**config.mk**
```make
export PLATFORM = sky130hd
export DESIGN_NAME = watchdog_mode_control
export DESIGN_NICKNAME = d
export VERILOG_FILES = /design/src/hdl/wdt_pkg.sv /design/src/hdl/watchdog_mode_control.sv /design/src/hdl/wdt_sync.sv /design/src/hdl/wdt_tick_gen.sv
export SDC_FILE = /design/constraint.sdc
export NUM_CORES = 1
export LEC_CHECK = 0
export ABC_CLOCK_PERIOD_IN_PS = 2460
export BUFFER_PORTS_ARGS = -buffer_cell sky130_fd_sc_hd__buf_2
export CORE_MARGIN = 2
export CORE_UTILIZATION = 47
export DETAILED_ROUTE_END_ITERATION = 8
export GPL_ROUTABILITY_DRIVEN = 0
export GPL_TIMING_DRIVEN = 0
export PLACE_DENSITY = 0.75
export SLEW_MARGIN = 15
export SYNTH_ARGS = -nofsm -noshare
export SYNTH_HDL_FRONTEND = slang
export SYNTH_SLANG_ARGS = --single-unit
export TNS_END_PERCENT = 30
```
**constraint.sdc**
```tcl
create_clock -name REF_CLK -period 2.46 [get_ports REF_CLK]
set_clock_uncertainty 0.05 [all_clocks]
set_input_delay 0.246 -clock REF_CLK [delete_from_list [all_inputs] [get_ports REF_CLK]]
set_output_delay 0.246 -clock REF_CLK [all_outputs]
set_load 0.01 [all_outputs]
```
**src/hdl/wdt_pkg.sv**
```systemverilog
// shared constants and carriers for the watchdog mode controller
package wdt_pkg;

    ////////////////////////////////////////////////////////////////////////////
    // register map
    localparam int              ADDR_W     = 12;
    localparam logic [11:0]     CTRL_INDEX = 12'h097;
    localparam logic [11:0]     STAT_INDEX = 12'h098;
    localparam logic [11:0]     CTRL_ADDR  = 12'(CTRL_INDEX * 4);
    localparam logic [11:0]     STAT_ADDR  = 12'(STAT_INDEX * 4);

    // control register fields
    localparam int              CTRL_EN_BIT = 0;
    localparam int              CTRL_PS_LSB = 1;
    localparam int              PS_W        = 5;
    localparam logic [4:0]      PS_RESET    = 5'h0B;
    localparam logic [4:0]      PS_MAX      = 5'h12;
    localparam logic            SWEN_RESET  = 1'b0;

    // status register fields
    localparam int              STAT_WRST_BIT = 0;
    localparam int              STAT_TO_BIT   = 1;
    localparam int              STAT_PD_BIT   = 2;
    localparam int              STAT_MODE_LSB = 3;
    localparam int              STAT_RUN_BIT  = 5;

    // mode field encodings
    localparam logic [1:0]      MODE_OFF    = 2'h0;
    localparam logic [1:0]      MODE_SW     = 2'h1;
    localparam logic [1:0]      MODE_AWAKE  = 2'h2;
    localparam logic [1:0]      MODE_ALWAYS = 2'h3;

    // bus answers
    localparam logic [1:0]      RESP_OKAY   = 2'h0;
    localparam logic [1:0]      RESP_DECERR = 2'h3;
    localparam logic [1:0]      SEL_NONE    = 2'h0;
    localparam logic [1:0]      SEL_CTRL    = 2'h1;
    localparam logic [1:0]      SEL_STAT    = 2'h2;

    ////////////////////////////////////////////////////////////////////////////
    // timing
    localparam int              LF_OSC_HZ          = 31_000;
    localparam int              TICK_PERIOD_US     = 1_000;
    localparam int              LF_CYCLES_PER_TICK = LF_OSC_HZ * TICK_PERIOD_US / 1_000_000;
    localparam int              DIV_W              = 5;
    localparam int              CNT_W              = 18;
    localparam logic [1:0]      CFG_LOAD_CYCLE     = 2'h2;

    ////////////////////////////////////////////////////////////////////////////
    // carriers
    typedef struct packed {
        logic [PS_W-1:0] ps;
        logic            swen;
    } ctrl_t;

    typedef struct packed {
        logic wdt_rst;
        logic to;
        logic pd;
    } flags_t;

endpackage

```
**src/hdl/watchdog_mode_control.sv**
```systemverilog
// watchdog timer with mode selection, sleep handling and register slave
//
// Chosen here: the AXI4-Lite register port.
`timescale 1ns/100ps
module watchdog_mode_control (
    input  wire logic                       REF_CLK,
    input  wire logic                       RST_N,
    input  wire logic                       LOW_FREQ_INTERNAL_OSC,
    input  wire logic [1:0]                 WATCHDOG_MODE_SELECT,
    input  wire logic                       SLEEP,
    input  wire logic                       CLEAR_WATCHDOG_INSTRUCTION,
    input  wire logic                       OSC_FAIL,
    input  wire logic [wdt_pkg::ADDR_W-1:0] S_AXI_AWADDR,
    input  wire logic                       S_AXI_AWVALID,
    output logic                            S_AXI_AWREADY,
    input  wire logic [31:0]                S_AXI_WDATA,
    input  wire logic [3:0]                 S_AXI_WSTRB,
    input  wire logic                       S_AXI_WVALID,
    output logic                            S_AXI_WREADY,
    output logic [1:0]                      S_AXI_BRESP,
    output logic                            S_AXI_BVALID,
    input  wire logic                       S_AXI_BREADY,
    input  wire logic [wdt_pkg::ADDR_W-1:0] S_AXI_ARADDR,
    input  wire logic                       S_AXI_ARVALID,
    output logic                            S_AXI_ARREADY,
    output logic [31:0]                     S_AXI_RDATA,
    output logic [1:0]                      S_AXI_RRESP,
    output logic                            S_AXI_RVALID,
    input  wire logic                       S_AXI_RREADY,
    output logic                            DEVICE_RESET,
    output logic                            WAKE
);
    import wdt_pkg::*;

    ////////////////////////////////////////////////////////////////////////////
    // state

    typedef struct packed {
        logic [1:0]        load_cnt;
        logic              cfg_loaded;
        logic [1:0]        mode;
        ctrl_t             ctrl;
        flags_t            flags;
        logic              sleep;
        logic [CNT_W-1:0]  cnt;
        logic              dev_rst;
        logic              wake;
        logic              awready;
        logic              wready;
        logic              aw_got;
        logic              w_got;
        logic [ADDR_W-1:0] awaddr;
        logic [7:0]        wdata;
        logic              wstrb0;
        logic              bvalid;
        logic [1:0]        bresp;
        logic              arready;
        logic              rvalid;
        logic [31:0]       rdata;
        logic [1:0]        rresp;
    } top_state_t;

    localparam ctrl_t      CTRL_RESET  = '{ps: PS_RESET, swen: SWEN_RESET};
    localparam top_state_t STATE_RESET = '{ctrl: CTRL_RESET, default: '0};

    top_state_t       s_q;
    top_state_t       s_d;
    logic             rst_sync_n;
    logic             tick;
    logic             osc_fail_s;
    logic [1:0]       mode_pins_s;
    logic             run;
    logic             clr_any;
    logic             terminal;
    logic             to_awake;
    logic             to_sleep;
    logic [CNT_W-1:0] mask;

    ////////////////////////////////////////////////////////////////////////////
    // helpers

    function automatic logic [1:0] reg_sel(input logic [ADDR_W-1:0] addr);
        if (addr == CTRL_ADDR) begin
            reg_sel = SEL_CTRL;
        end else if (addr == STAT_ADDR) begin
            reg_sel = SEL_STAT;
        end else begin
            reg_sel = SEL_NONE;
        end
    endfunction

    // reserved prescale codes above the top behave as the longest timeout
    function automatic logic [CNT_W-1:0] term_mask(input logic [PS_W-1:0] ps);
        logic [PS_W-1:0] eff;
        eff       = (ps > PS_MAX) ? PS_MAX : ps;
        term_mask = CNT_W'((19'h0_0001 << eff) - 19'h0_0001);
    endfunction

    ////////////////////////////////////////////////////////////////////////////
    // reset release, pin synchronisers, base tick

    wdt_sync #(.W(1)) u_rst_sync (
        .clk   (REF_CLK),
        .rst_n (RST_N),
        .d     (1'b1),
        .q     (rst_sync_n)
    );

    wdt_sync #(.W(3)) u_pin_sync (
        .clk   (REF_CLK),
        .rst_n (rst_sync_n),
        .d     ({OSC_FAIL, WATCHDOG_MODE_SELECT}),
        .q     ({osc_fail_s, mode_pins_s})
    );

    wdt_tick_gen u_tick (
        .clk                   (REF_CLK),
        .rst_n                 (rst_sync_n),
        .low_freq_internal_osc (LOW_FREQ_INTERNAL_OSC),
        .clr                   (clr_any),
        .tick                  (tick)
    );

    ////////////////////////////////////////////////////////////////////////////
    // run decision and counter clear

    always_comb begin
        case (s_q.mode)
            MODE_ALWAYS: run = 1'b1;
            MODE_AWAKE:  run = ~SLEEP;
            MODE_SW:     run = s_q.ctrl.swen;
            default:     run = 1'b0;
        endcase
        if (!s_q.cfg_loaded) begin
            run = 1'b0;
        end
    end

    // a clear in the terminal cycle wins, so no timeout fires then
    assign clr_any  = CLEAR_WATCHDOG_INSTRUCTION | (SLEEP != s_q.sleep) | osc_fail_s
                    | ~run;
    assign mask     = term_mask(s_q.ctrl.ps);
    assign terminal = tick & (s_q.cnt == mask);
    assign to_awake = ~clr_any & terminal & ~SLEEP;
    assign to_sleep = ~clr_any & terminal & SLEEP;

    ////////////////////////////////////////////////////////////////////////////
    // next state

    always_comb begin
        s_d         = s_q;
        s_d.sleep   = SLEEP;
        s_d.dev_rst = 1'b0;
        s_d.wake    = 1'b0;

        // mode straps are caught once, after the synchroniser has settled
        if (!s_q.cfg_loaded) begin
            s_d.load_cnt = s_q.load_cnt + 1'b1;
            if (s_q.load_cnt == CFG_LOAD_CYCLE) begin
                s_d.cfg_loaded = 1'b1;
                s_d.mode       = mode_pins_s;
            end
        end

        // counter
        if (clr_any) begin
            s_d.cnt = '0;
        end else if (tick) begin
            s_d.cnt = terminal ? '0 : s_q.cnt + 1'b1;
        end

        // write channel
        if (S_AXI_AWVALID && s_q.awready) begin
            s_d.aw_got = 1'b1;
            s_d.awaddr = S_AXI_AWADDR;
        end
        if (S_AXI_WVALID && s_q.wready) begin
            s_d.w_got  = 1'b1;
            s_d.wdata  = S_AXI_WDATA[7:0];
            s_d.wstrb0 = S_AXI_WSTRB[0];
        end
        if (s_q.aw_got && s_q.w_got && !s_q.bvalid) begin
            s_d.aw_got = 1'b0;
            s_d.w_got  = 1'b0;
            s_d.bvalid = 1'b1;
            s_d.bresp  = RESP_OKAY;
            if (reg_sel(s_q.awaddr) == SEL_CTRL) begin
                if (s_q.wstrb0) begin
                    s_d.ctrl.ps   = s_q.wdata[CTRL_PS_LSB +: PS_W];
                    s_d.ctrl.swen = s_q.wdata[CTRL_EN_BIT];
                end
            end else if (reg_sel(s_q.awaddr) == SEL_STAT) begin
                if (s_q.wstrb0) begin
                    s_d.flags.wdt_rst = s_q.flags.wdt_rst & ~s_q.wdata[STAT_WRST_BIT];
                    s_d.flags.to      = s_q.flags.to & ~s_q.wdata[STAT_TO_BIT];
                    s_d.flags.pd      = s_q.flags.pd & ~s_q.wdata[STAT_PD_BIT];
                end
            end else begin
                s_d.bresp = RESP_DECERR;
            end
        end else if (s_q.bvalid && S_AXI_BREADY) begin
            s_d.bvalid = 1'b0;
        end
        s_d.awready = ~s_d.aw_got & ~s_d.bvalid;
        s_d.wready  = ~s_d.w_got & ~s_d.bvalid;

        // read channel
        if (S_AXI_ARVALID && s_q.arready) begin
            s_d.rvalid = 1'b1;
            s_d.rdata  = '0;
            s_d.rresp  = RESP_OKAY;
            if (reg_sel(S_AXI_ARADDR) == SEL_CTRL) begin
                s_d.rdata[CTRL_PS_LSB +: PS_W] = s_q.ctrl.ps;
                s_d.rdata[CTRL_EN_BIT]         = s_q.ctrl.swen;
            end else if (reg_sel(S_AXI_ARADDR) == SEL_STAT) begin
                s_d.rdata[STAT_WRST_BIT]      = s_q.flags.wdt_rst;
                s_d.rdata[STAT_TO_BIT]        = s_q.flags.to;
                s_d.rdata[STAT_PD_BIT]        = s_q.flags.pd;
                s_d.rdata[STAT_MODE_LSB +: 2] = s_q.mode;
                s_d.rdata[STAT_RUN_BIT]       = run;
            end else begin
                s_d.rresp = RESP_DECERR;
            end
        end else if (s_q.rvalid && S_AXI_RREADY) begin
            s_d.rvalid = 1'b0;
        end
        s_d.arready = ~s_d.rvalid;

        // timeout events; hardware sets win over a same-cycle clear
        if (to_awake) begin
            s_d.dev_rst       = 1'b1;
            s_d.flags.wdt_rst = 1'b1;
            s_d.flags.to      = 1'b1;
            s_d.ctrl          = CTRL_RESET;
        end
        if (to_sleep) begin
            s_d.wake     = 1'b1;
            s_d.flags.to = 1'b1;
            s_d.flags.pd = 1'b1;
        end
    end

    always_ff @(posedge REF_CLK or negedge rst_sync_n) begin
        if (!rst_sync_n) begin
            s_q <= STATE_RESET;
        end else begin
            s_q <= s_d;
        end
    end

    ////////////////////////////////////////////////////////////////////////////
    // outputs

    assign S_AXI_AWREADY = s_q.awready;
    assign S_AXI_WREADY  = s_q.wready;
    assign S_AXI_BVALID  = s_q.bvalid;
    assign S_AXI_BRESP   = s_q.bresp;
    assign S_AXI_ARREADY = s_q.arready;
    assign S_AXI_RVALID  = s_q.rvalid;
    assign S_AXI_RDATA   = s_q.rdata;
    assign S_AXI_RRESP   = s_q.rresp;
    assign DEVICE_RESET  = s_q.dev_rst;
    assign WAKE          = s_q.wake;
endmodule

```
**src/hdl/wdt_sync.sv**
```systemverilog
// two-flop synchroniser, also used to release the reset
`timescale 1ns/100ps
module wdt_sync #(
    parameter int W = 1
) (
    input  wire logic         clk,
    input  wire logic         rst_n,
    input  wire logic [W-1:0] d,
    output logic      [W-1:0] q
);
    typedef struct packed {
        logic [W-1:0] s1;
        logic [W-1:0] s2;
    } sync_state_t;

    sync_state_t s_q;
    sync_state_t s_d;

    always_comb begin
        s_d    = s_q;
        s_d.s1 = d;
        s_d.s2 = s_q.s1;
    end

    always_ff @(posedge clk or negedge rst_n) begin
        if (!rst_n) begin
            s_q <= '0;
        end else begin
            s_q <= s_d;
        end
    end

    assign q = s_q.s2;
endmodule

```
**src/hdl/wdt_tick_gen.sv**
```systemverilog
// 1 ms base tick from the low-frequency oscillator pin
`timescale 1ns/100ps
module wdt_tick_gen (
    input  wire logic clk,
    input  wire logic rst_n,
    input  wire logic low_freq_internal_osc,
    input  wire logic clr,
    output logic      tick
);
    import wdt_pkg::*;

    localparam logic [DIV_W-1:0] DIV_LAST = DIV_W'(LF_CYCLES_PER_TICK - 1);

    typedef struct packed {
        logic             lf_prev;
        logic [DIV_W-1:0] div;
        logic             tick;
    } tick_state_t;

    tick_state_t s_q;
    tick_state_t s_d;
    logic        lf_s;
    logic        lf_rise;

    // oscillator is asynchronous to the core clock
    wdt_sync #(.W(1)) u_lf_sync (
        .clk   (clk),
        .rst_n (rst_n),
        .d     (low_freq_internal_osc),
        .q     (lf_s)
    );

    assign lf_rise = lf_s & ~s_q.lf_prev;

    always_comb begin
        s_d         = s_q;
        s_d.lf_prev = lf_s;
        s_d.tick    = 1'b0;
        if (clr) begin
            s_d.div = '0;
        end else if (lf_rise) begin
            if (s_q.div == DIV_LAST) begin
                s_d.div  = '0;
                s_d.tick = 1'b1;
            end else begin
                s_d.div = s_q.div + 1'b1;
            end
        end
    end

    always_ff @(posedge clk or negedge rst_n) begin
        if (!rst_n) begin
            s_q <= '0;
        end else begin
            s_q <= s_d;
        end
    end

    assign tick = s_q.tick;
endmodule

```
# Yosys cells after proc, flatten, opt, wreduce, memory -nomap -nowiden
# Cells that the tools add are included.
[op_classes]
order_cmp = 1
n_reduce_logical = 25
n_shift = 1
addsub = 4
bitwise = 25
n_eq_ne = 18
mux = 46
[ops]
columns = ["op", "count"]
rows = [
  ["$mux W18", 3],
  ["$eq A12 B10 Y1 const B", 4],
  ["$mux W2", 16],
  ["$mux W6", 5],
  ["$add A18 B1 Y18 const B", 1],
  ["$eq A18 B18 Y1", 1],
  ["$reduce_bool A2 Y1", 9],
  ["$shl A1 B5 Y18 const A", 1],
  ["$sub A18 B1 Y18 const B", 1],
  ["$mux W3", 5],
  ["$mux W5", 3],
  ["$not A1 Y1", 12],
  ["$reduce_and A4 Y1", 3],
  ["$mux W1", 11],
  ["$and A1 B1 Y1", 10],
  ["$eq A2 B2 Y1 const B", 5],
  ["$mux W9", 1],
  ["$reduce_bool A3 Y1", 3],
  ["$mux W8", 1],
  ["$logic_and A1 B1 Y1", 7],
  ["$eq A2 B1 Y1 const B", 3],
  ["$add A5 B1 Y5 const B", 1],
  ["$eq A5 B5 Y1 const B", 1],
  ["$gt A5 B5 Y1 const B", 1],
  ["9 further kinds", 12],
]
[word_totals]
regBits = 88

# Depth between registers and ports, before layout
# Gate-level depths: netlist of the first run.
[logic_depth]
ltp_word = 13
depth_mapped = 14

# Modules after synthesis
# Synthesis of the first run repeated with hierarchy kept, for this count alone.
[unflattened]
cells_unflattened = 514
area_unflattened_um2 = 4877.2
[modules_own_cells]
columns = ["module", "instances", "seq_area_each_um2", "area_per_inst_um2", "cells_each"]
rows = [
  ["watchdog_mode_control", 1, 1730.4, 4269.1, 469],
  ["wdt_tick_gen", 1, 175.2, 357.8, 35],
  ["wdt_sync (u_pin_sync)", 1, 150.1, 150.1, 6],
  ["wdt_sync (u_rst_sync ...)", 2, 50.0, 50.0, 2],
]

# Worst setup path before layout of the first run
# Ideal clock, no wire load.
[synth_path]
path_kind = "register to register"
startpoint = "reg s_q[90] (netlist name)"
endpoint = "reg s_q[79] (netlist name)"
setup_time_ps = 137
n_path_buf = 2
path_slack_ps = -525
synth_period_minus_slack_ps = 2985
arrival_ps = 2799
stages_incl_launch_ff = 14
required_ps = 2273
path_cell_list = "dfstp_2 buf_2 or2_1 or3_1 ha_1 nor3_1 nand3_1 o221a_2 xnor2_1 a2111oi_2 nand3_4 buf_2 nand3_1 a31oi_1"
[synth_via]
elab_chain_cells = 9
[synth_rtl]
columns = ["item", "line", "source"]
rows = [
  ["start, declared", "watchdog_mode_control.sv:66", "top_state_t s_q;"],
  ["start signal, assigned", "watchdog_mode_control.sv:245", "s_q <= STATE_RESET;"],
  ["start signal, assigned", "watchdog_mode_control.sv:247", "s_q <= s_d;"],
  ["$gt A5 B5 Y1", "watchdog_mode_control.sv:95", "eff = (ps > PS_MAX) ? PS_MAX : ps;"],
  ["$mux W5 (*)", "watchdog_mode_control.sv:95", ""],
  ["$shl A1 B5 Y18 (*)", "watchdog_mode_control.sv:96", "term_mask = CNT_W'((19'h0_0001 << eff) - 19'h0_0001);"],
  ["$sub A18 B1 Y18 (*)", "watchdog_mode_control.sv:96", ""],
  ["$eq A18 B18 Y1 (*)", "watchdog_mode_control.sv:143", "assign terminal = tick & (s_q.cnt == mask);"],
  ["$and A1 B1 Y1 (*)", "watchdog_mode_control.sv:143", ""],
  ["$mux W18 (*)", "watchdog_mode_control.sv:169", "s_d.cnt = terminal ? '0 : s_q.cnt + 1'b1;"],
  ["$mux W18 (*)", "watchdog_mode_control.sv:168", "end else if (tick) begin"],
  ["$mux W18 (*)", "watchdog_mode_control.sv:166", "if (clr_any) begin"],
]
# Every way passes the cells marked *; elsewhere a longest branch is shown, timed or not. The select of a mux whose other input is x is not followed.
# A chain may end at the register's enable or synchronous reset.

# Worst setup path after layout of the first run
[layout_path]
startpoint = "reg s_q[93] (netlist name)"
endpoint = "reg s_q[79] (netlist name)"
# The elaborated chain is that of the path after synthesis.

==> results.py, run 1 <==
metrics = {
    "status": {
        "status": "complete, but fails checks",
        "violations": "negative setup slack",
    },
    "routing": {
        "drt-initial-drc-count": 337,
        "ant_nets": 0,
        "drc_errors": 0,
        "vias": 3811,
        "wl_mm": 10.56,
        "wl_per_cell_um": 14.54,
        "via_per_inst": 5.249,
        "dr.pass1.iters": 5,
    },
    "placed_design": {
        "placement.io_buffers": 60,
        "preCtsSetupSlack_ns": -0.8525,
        "hpwl_mm": 7.098,
    },
    "yosys": {
        "ys.flop_type": "dfrtp_1",
        "syn_avg_cell_area_sq_um": 9.787,
        "yosys_warnings": 0,
        "syn_area_sq_um": 4619,
        "async_flop_share_pct": 100.0,
        "synth_edf_count": 0,
        "synth_top_cell_by_area": "dfrtp_1",
        "netlist.area_leader.share_pct": 44.96,
        "synth_cells": 472,
        "yosysUniqueCellTypes": 62,
        "synth_area_leaders": "dfrtp_1 (45%), buf_4 (6.0%), mux2_2 (4.9%)",
        "synth_seq_area_share_pct": 46.67,
        "ys_ff_latch": 86,
    },
    "clocking": {
        "worstSkewPairLatency_ns": 0.36,
        "htreeDepth": 3,
        "cts_buffer_depth": 2,
        "clock_sinks": 86,
        "numCtsBuffers": 9,
        "cts_tree": "built",
        "clockRootBuffer": "clkbuf_8",
        "clk_pin_slew_worst_paths_ns": 0.09,
    },
    "die": {
        "initial_core_util_pct": 47.92,
        "die_h_um": 103.1,
        "ios": 116,
        "dieArea_sq_um": 10640,
        "die_w_um": 103.1,
        "num_rows": 36,
        "design.core.area_sq_um": 9639,
    },
    "grt": {
        "gr-total-overflow": 0,
        "grt_max_degree": 55,
        "antenna_found_initial": 0,
        "grt_pass1_vias": 3775,
        "grt.total_usage_pct": 21.82,
        "grt_pass1_wl_mm": 17.86,
    },
    "finish": {
        "drive_gt1_share_pct": 32.55,
        "final_nets": 666,
        "syn2layout_area_growth_pct": 24.73,
        "fillers": 826,
        "antennaDiodeCount": 0,
        "mostFrequentLayoutCell": "dfrtp_1",
        "layout_common_cells": "dfrtp_1 (80), buf_2 (64), buf_4 (48)",
    },
    "sta": {
        "relSlewSlack_pct": 31.94,
        "finalHoldViolations": 0,
        "min_period_ns": 3.049,
        "grt_setup_unrepaired": "true",
        "finalSetupViolations": 29,
        "max_freq_mhz": 328.0,
        "worst_pin_slew_ns": 1.012,
        "finalWorstSetupSlack_ns": -0.5891,
        "fin_crit_sh_pct": 123.9,
        "final_max_slew_viol_count": 0,
        "whs_ns": 0.03983,
    },
    "worst_setup_path": {
        "path_max_fanout": 10,
        "r2r_slack_ns": -0.59,
        "critPathLaunchType": "flip-flop",
        "criticalPathCategory": "flip-flop to flip-flop",
        "cp.required_ns": 2.63,
        "end_kind": "flip-flop",
        "crit_arrival_ns": 3.22,
    },
    "power": {
        "power.density_nw_per_um2": 591.5,
        "p_leak_nw": 2.562,
        "peakVddDrop_v": 0.0004760,
    },
    "flow_run": {
        "maxCapViolations": 0,
    },
    "hold_path": {
        "hp-class": "primary input to flip-flop",
    },
}
## logic make-up after synthesis
group | after synthesis | share of synthesized area (%)
xor+xnor | 18 | 3.711
fa+ha+maj | 5 | 1.354
simple gates | 185 | 21.34
other cells | 2 | 0.1626
flops | 86 | 46.67
compound gates | 83 | 11.76
buf+inv | 66 | 8.613
mux | 27 | 6.392
## cell type report
type	instances	area, sq um	share of cell area, %
multi-input cells	346	2287	39.70
flip-flops and latches	86	2162	37.52
repair buffers	81	518.0	8.990
plain buffers	55	380.4	6.602
well taps	133	166.4	2.888
clock buffers	11	131.4	2.280
clock inverters	5	82.58	1.433
inverters	9	33.78	0.5863
## metrics by stage
| stage | setup TNS, ns | utilization (%) | cells | area, sq um | power [mW] |
|---|---|---|---|---|---|
| after floorplan | -12.91 | - | 497 | 4752 | 2.160 |
| after global placement | -21.03 | 54.14 | 690 | 5219 | 2.293 |
| after detailed placement | -22.28 | 54.45 | 691 | 5249 | 2.341 |
| after CTS | -13.01 | 59.49 | 725 | 5734 | 3.437 |
| after global routing | -18.67 | 59.77 | 726 | 5762 | 3.590 |
| final | -15.87 | 59.77 | 726 | 5762 | 3.408 |
## cells in the mapped netlist, types with 7 or more instances
master,n
a21oi_1,22
a31oi_1,10
buf_2,9
buf_4,37
clkbuf_1,9
dfrtp_1,83
inv_1,9
mux2_2,20
mux2i_1,7
nand2_1,37
nand2b_1,21
nand3_1,30
nor2_1,38
nor2b_1,9
nor3_1,7
o21ai_0,15
o21ai_1,8
xnor2_1,8
xor2_1,9
## report_power, final
group / internal, mW / total, mW / leakage, nW / switching, mW
Combinational: 0.304 / 0.532 / 1.39 / 0.228
Sequential: 1.64 / 1.78 / 1.06 / 0.146
Clock: 0.577 / 1.09 / 0.108 / 0.517
## worst max-delay path: stages (launching register included)
cell	delay [ns]
dfrtp_2	0.43
or2_4	0.24
or3_4	0.39
ha_4	0.21
and3_1	0.15
a31o_1	0.18
a21oi_1	0.14
xnor2_1	0.15
a2111oi_4	0.41
nand3_4	0.20
buf_6	0.20
nand3_1	0.09
a31oi_1	0.09
## what timing repair did
item                       in CTS  in global routing
gates resized for setup        24                  4
buffers inserted               13                  1
pin swaps                      20                  4
hold buffers                    5                  0
setup endpoints to repair      29                 29
gates cloned                    2                  0
hold endpoints to repair        6                  0
## registers in the layout, summed over array words and instances, names as in the netlist, 3 cells and up
register and cells:
S_AXI_RDATA 6, s_q 54, u_pin_sync.q 3, u_pin_sync.s_d 3, u_tick.s_q 6
## routing by layer
metal / track usage (%) / up-vias / part of all wire [%]
li1: - / 1822 / -
met1: 27.11 / 1815 / 43
met2: 36.06 / 155 / 47
met3: 6.508 / 19 / 7.5
met4: 8.198 / 0 / 2.1
met5: 0 / - / 0
## final timing paths
kind / from / end / depth (start not counted)
worst max-delay path: s_q[93] / s_q[79] / 12
worst min-delay path: SLEEP / s_q[84] / 1
worst max register to register: s_q[93] / s_q[79] / 12
worst min register to register: u_rst_sync.q / s_q[78] / 0
max in group asynchronous: u_rst_sync.q / s_q[89] / 1
min in group asynchronous: RST_N / u_rst_sync.q / 2
No activity file was read; power rests on OpenSTA's default activity.
==> run 2, diff against run 1 <==
--- a/config.mk
+++ b/config.mk
@@ -17,4 +17,3 @@
 export SYNTH_ARGS = -nofsm -noshare
 export SYNTH_HDL_FRONTEND = slang
 export SYNTH_SLANG_ARGS = --single-unit
-export TNS_END_PERCENT = 30
==> run 2 against run 1 <==
Global-route usage is essentially flat. Maximum frequency decreased by 0.47%. Combinational power is essentially flat. The flow still finishes with violations (negative setup slack). Total power rose by 0.12%. First-iteration DRC count shrank 24%. Via count is 0.26% higher. Worst hold slack better by 0.0010 ns. Clock power about the same. Non-clock buffer count stayed put. Critical path depth unchanged. Sequential share of layout area stayed put. Utilization is the same.
==> results.py, run 2 (synthesis results as in run 1) <==
metrics = {
    "routing": {
        "vias": 3821,
        "wl_mm": 10.52,
        "via_per_inst": 5.263,
        "drc_errors": 0,
        "ant_nets": 0,
        "drt-initial-drc-count": 256,
        "wl_per_cell_um": 14.49,
        "dr.pass1.iters": 5,
    },
    "grt": {
        "grt.total_usage_pct": 21.80,
        "antenna_found_initial": 0,
        "grt_max_degree": 55,
        "met2_usage_pct": 36.11,
        "grtUsageMet3_pct": 6.169,
        "grt_pass1_vias": 3763,
        "grt_pass1_wl_mm": 17.86,
        "top_usage_layer": "met2",
        "met1_usage_pct": 27.24,
        "gr-total-overflow": 0,
    },
    "worst_setup_path": {
        "end_kind": "flip-flop",
        "path_buf_inv": 1,
        "path_delay_family": "simple AND/OR/NAND/NOR gates",
        "slowest_stage": "dfrtp_2",
        "critPathLaunchType": "flip-flop",
        "crit_arrival_ns": 3.24,
        "cp.required_ns": 2.63,
        "criticalPathCategory": "flip-flop to flip-flop",
        "path_max_fanout": 10,
        "max_stage_delay_ns": 0.43,
        "path_cells": "or2_4 > or3_4 > ha_4 > and3_1 > a31o_1 > a21oi_1 > xnor2_1 > a2111oi_4 > nand3_4 > buf_6 > nand3_1 > a31oi_1",
    },
    "sta": {
        "finalHoldViolations": 0,
        "max_freq_mhz": 326.4,
        "final_max_slew_viol_count": 0,
        "relSlewSlack_pct": 33.31,
        "grt_setup_unrepaired": "true",
        "fin_crit_sh_pct": 124.5,
        "whs_ns": 0.04083,
        "finalWorstSetupSlack_ns": -0.6034,
        "worst_pin_slew_ns": 0.9913,
        "min_period_ns": 3.063,
        "finalSetupViolations": 29,
    },
    "finish": {
        "largest_register_ffs": 54,
        "antennaDiodeCount": 0,
        "top_register": "s_q",
        "final_nets": 666,
        "syn2layout_area_growth_pct": 24.73,
        "drive_gt1_share_pct": 32.55,
        "mostFrequentLayoutCell": "dfrtp_1",
        "fillers": 826,
        "layout_common_cells": "dfrtp_1 (80), buf_2 (64), buf_4 (48)",
    },
    "die": {
        "design.core.area_sq_um": 9639,
        "dieArea_sq_um": 10640,
        "ios": 116,
        "initial_core_util_pct": 47.92,
        "die_w_um": 103.1,
        "num_rows": 36,
        "die_h_um": 103.1,
    },
    "clocking": {
        "clock_sinks": 86,
        "htreeDepth": 3,
        "worstSkewPairLatency_ns": 0.36,
        "clockRootBuffer": "clkbuf_8",
        "numCtsBuffers": 9,
        "cts_buffer_depth": 2,
        "cts_tree": "built",
        "clk_pin_slew_worst_paths_ns": 0.09,
    },
    "hold_path": {
        "hp-class": "primary input to flip-flop",
    },
    "power": {
        "peakVddDrop_v": 0.0004758,
        "finalPower_mw": 3.412,
        "power.density_nw_per_um2": 592.1,
        "p_leak_nw": 2.562,
    },
    "flow_run": {
        "maxCapViolations": 0,
    },
    "status": {
        "violations": "negative setup slack",
        "status": "complete, but fails checks",
    },
    "placed_design": {
        "placement.io_buffers": 60,
        "hpwl_mm": 7.098,
    },
}
-- run 2: final cells by class --
cell class	count	area, sq um	area share, %
multi-input cells	346	2287	39.70
flip-flops and latches	86	2162	37.52
repair buffers	81	518.0	8.990
plain buffers	55	380.4	6.602
well taps	133	166.4	2.888
clock buffers	11	131.4	2.280
clock inverters	5	82.58	1.433
inverters	9	33.78	0.5863
-- run 2: per-stage QoR --
stage	setup slack [ns]	util (%)	instance area, sq um	instances	TNS (ns)
3_5_place_dp	-0.8525	54.45	5249	691	-22.28
2_1_floorplan	-0.4883	-	4752	497	-12.91
3_3_place_gp	-0.7779	54.14	5219	690	-21.03
4_1_cts	-0.5097	59.49	5734	725	-13.03
5_1_grt	-0.6970	59.77	5762	726	-18.66
6_report	-0.6034	59.77	5762	726	-16.34
-- run 2: per-layer routing --
metal  up-vias  part of all wire, %
met5         -                    0
met4         0                  2.0
met3        16                  8.4
met2       174                   47
met1      1807                   42
li1       1824                    -
-- run 2: repair_timing --
| action | CTS | global route |
|---|---|---|
| resized for setup | 24 | 4 |
| hold buffers | 5 | 0 |
| pin swaps | 15 | 4 |
| endpoints found under the setup margin | 29 | 29 |
| gates cloned | 2 | 0 |
| buffers inserted | 13 | 1 |
| hold endpoints to repair | 6 | 0 |
-- run 2: where the power goes --
part | switching [mW] | leakage, nW | internal (mW)
logic | 0.229 | 1.39 | 0.304
clock network | 0.520 | 0.108 | 0.577
registers | 0.145 | 1.06 | 1.64
-- run 2: worst register-to-register path: stages, from the launching register on --
cell and delay, ns:
dfrtp_2 0.43, or2_4 0.24, or3_4 0.39, ha_4 0.21, and3_1 0.15, a31o_1 0.18, a21oi_1 0.14, xnor2_1 0.15
a2111oi_4 0.42, nand3_4 0.20, buf_6 0.20, nand3_1 0.09, a31oi_1 0.08
-- run 2: worst paths after layout --
check	slack, ns	startpoint	depth (start not counted)	to
min reg2reg	0.23	u_rst_sync.q	0	s_q[78]
min	0.04	S_AXI_RREADY	2	S_AXI_RVALID
max	-0.60	s_q[93]	12	s_q[74]
max reg2reg	-0.60	s_q[93]	12	s_q[74]
max in group asynchronous	1.48	u_rst_sync.q	1	s_q[89]
min in group asynchronous	0.13	RST_N	2	u_rst_sync.q
==> run 3, diff against run 2 <==
--- a/config.mk
+++ b/config.mk
@@ -9,8 +9,8 @@
 export BUFFER_PORTS_ARGS = -buffer_cell sky130_fd_sc_hd__buf_2
 export CORE_MARGIN = 2
 export CORE_UTILIZATION = 47
+export CTS_BUF_LIST = sky130_fd_sc_hd__clkbuf_16
 export DETAILED_ROUTE_END_ITERATION = 8
-export GPL_ROUTABILITY_DRIVEN = 0
 export GPL_TIMING_DRIVEN = 0
 export PLACE_DENSITY = 0.75
 export SLEW_MARGIN = 15
==> run 3 against run 2 <==
Global-route usage shrank 0.44 points. The run still ends with negative setup slack left. Worst hold slack gained 0.030 ns. Maximum frequency shrank 2.8%.
==> results.py, run 3 (synthesis results as in run 1) <==
metrics = {
    "finish": {
        "finalInstanceArea_sq_um": 5956,
        "largest_register_ffs": 54,
        "top_register": "s_q",
        "mostFrequentLayoutCell": "dfrtp_1",
        "antennaDiodeCount": 0,
        "drive_gt1_share_pct": 34.97,
        "final_nets": 665,
        "syn2layout_area_growth_pct": 28.93,
        "fillers": 824,
        "layout_common_cells": "dfrtp_1 (80), buf_2 (64), buf_4 (47)",
    },
    "sta": {
        "min_period_ns": 3.151,
        "finalHoldViolations": 0,
        "finalWorstSetupSlack_ns": -0.6907,
        "grt_setup_unrepaired": "true",
        "finalSetupViolations": 29,
        "max_freq_mhz": 317.4,
        "worst_pin_slew_ns": 1.026,
        "final_max_slew_viol_count": 0,
        "relSlewSlack_pct": 30.96,
        "whs_ns": 0.07099,
        "fin_crit_sh_pct": 128.1,
    },
    "power": {
        "finalPower_mw": 3.675,
        "p_leak_nw": 2.668,
        "peakVddDrop_v": 0.0005014,
        "power.density_nw_per_um2": 617.1,
    },
    "clocking": {
        "numCtsBuffers": 9,
        "clk_pin_slew_worst_paths_ns": 0.06,
        "cts_buffer_depth": 2,
        "worstSkewPairLatency_ns": 0.34,
        "htreeDepth": 3,
        "clockRootBuffer": "clkbuf_16",
        "clock_sinks": 86,
        "cts_tree": "built",
    },
    "hold_path": {
        "hold_path_end": "s_q[84]",
        "hp-start": "SLEEP",
        "holdPathStages": 1,
        "hp-class": "primary input to flip-flop",
    },
    "routing": {
        "via_per_inst": 5.359,
        "top_layer": "met4",
        "drt-initial-drc-count": 362,
        "wl_mm": 10.77,
        "ant_nets": 0,
        "met2WireLength_mm": 5.427,
        "wl_met1_mm": 4.414,
        "drc_errors": 0,
        "dr.pass1.iters": 5,
        "vias": 3885,
        "route.met3.wl_um": 691,
        "wl_per_cell_um": 14.85,
    },
    "placed_design": {
        "finalWeightedCongestion": 0.9324,
        "postPlaceCellArea_sq_um": 5249,
        "placement.io_buffers": 60,
        "hpwl_mm": 7.125,
        "preCtsSetupSlack_ns": -0.8601,
    },
    "worst_setup_path": {
        "path_max_fanout": 7,
        "reg2reg_depth": 13,
        "criticalPathCategory": "flip-flop to flip-flop",
        "r2r_end": "s_q[81]",
        "startpoint": "s_q[91]",
        "end_kind": "flip-flop",
        "critPathLaunchType": "flip-flop",
        "cp.required_ns": 2.61,
        "crit_arrival_ns": 3.30,
        "r2r-start": "s_q[91]",
        "r2r_slack_ns": -0.69,
    },
    "grt": {
        "grt_pass1_vias": 3885,
        "gr-total-overflow": 0,
        "grt_max_degree": 51,
        "grt_pass1_wl_mm": 17.72,
        "antenna_found_initial": 0,
        "grt.total_usage_pct": 21.37,
    },
    "flow_run": {
        "maxCapViolations": 0,
    },
    "die": {
        "initial_core_util_pct": 47.92,
        "num_rows": 36,
        "die_h_um": 103.1,
        "dieArea_sq_um": 10640,
        "design.core.area_sq_um": 9639,
        "die_w_um": 103.1,
        "ios": 116,
    },
    "status": {
        "status": "complete, but fails checks",
        "violations": "negative setup slack",
    },
}
## run 3: how the worst max path moves through the flow
| stage | endpoint | cells past startpoint | slack (ns) |
|---|---|---|---|
| after detailed placement | s_q[93] | 12 | -0.86 |
| after CTS | s_q[78] | 12 | -0.59 |
| final | s_q[81] | 13 | -0.69 |
| after global placement | s_q[89] | 12 | -0.79 |
| after floorplan | s_q[79] | 13 | -0.49 |
| after global routing | s_q[81] | 12 | -0.80 |
## run 3: cell type report
cell class / instances / area [sq um] / area share [%]
tap: 133 / 166.4 / 2.794
multi-input combinational: 345 / 2384 / 40.02
clock inverter: 7 / 73.82 / 1.239
sequential: 86 / 2162 / 36.30
inverter: 9 / 33.78 / 0.5672
clock buffer: 9 / 225.2 / 3.782
buffer: 55 / 376.6 / 6.324
timing repair buffer: 81 / 534.3 / 8.971
## run 3: critical path, stage by stage, from the launching register on
cell and delay, ns:
dfrtp_2 0.46, or2_4 0.27, or3_4 0.39, ha_4 0.21, buf_8 0.14, xor2_2 0.14, xnor2_1 0.17, nand3_1 0.10
o31a_1 0.16, a2111oi_4 0.25, nand3_4 0.24, buf_12 0.20, a31oi_4 0.16, a21oi_2 0.07
## run 3: routing by layer
metal,track usage (%),up-vias
li1,-,1820
met3,3.729,24
met4,9.514,0
met5,0,-
met1,25.99,1866
met2,37.16,175
## run 3: what timing repair did
action | 4_1_cts | 5_1_grt
gates cloned | 1 | 0
resized for setup | 27 | 17
pin swaps | 21 | 13
buffers inserted | 9 | 5
endpoints found under the setup margin | 29 | 29
hold endpoints to repair | 6 | 0
hold buffers | 5 | 0
## run 3: metrics by stage
| stage | instances | util [%] | setup TNS, ns |
|---|---|---|---|
| 2_1_floorplan | 497 | - | -12.91 |
| 3_3_place_gp | 690 | 54.14 | -21.50 |
| 3_5_place_dp | 691 | 54.45 | -22.89 |
| 4_1_cts | 720 | 60.28 | -15.38 |
| 5_1_grt | 725 | 61.79 | -21.72 |
| 6_report | 725 | 61.79 | -18.43 |
## run 3: power by group
| group | total, mW | switching, mW | internal [mW] | leakage, nW |
|---|---|---|---|---|
| combinational | 0.532 | 0.228 | 0.305 | 1.46 |
| sequential | 1.78 | 0.146 | 1.64 | 1.06 |
| clock | 1.36 | 0.566 | 0.792 | 0.147 |
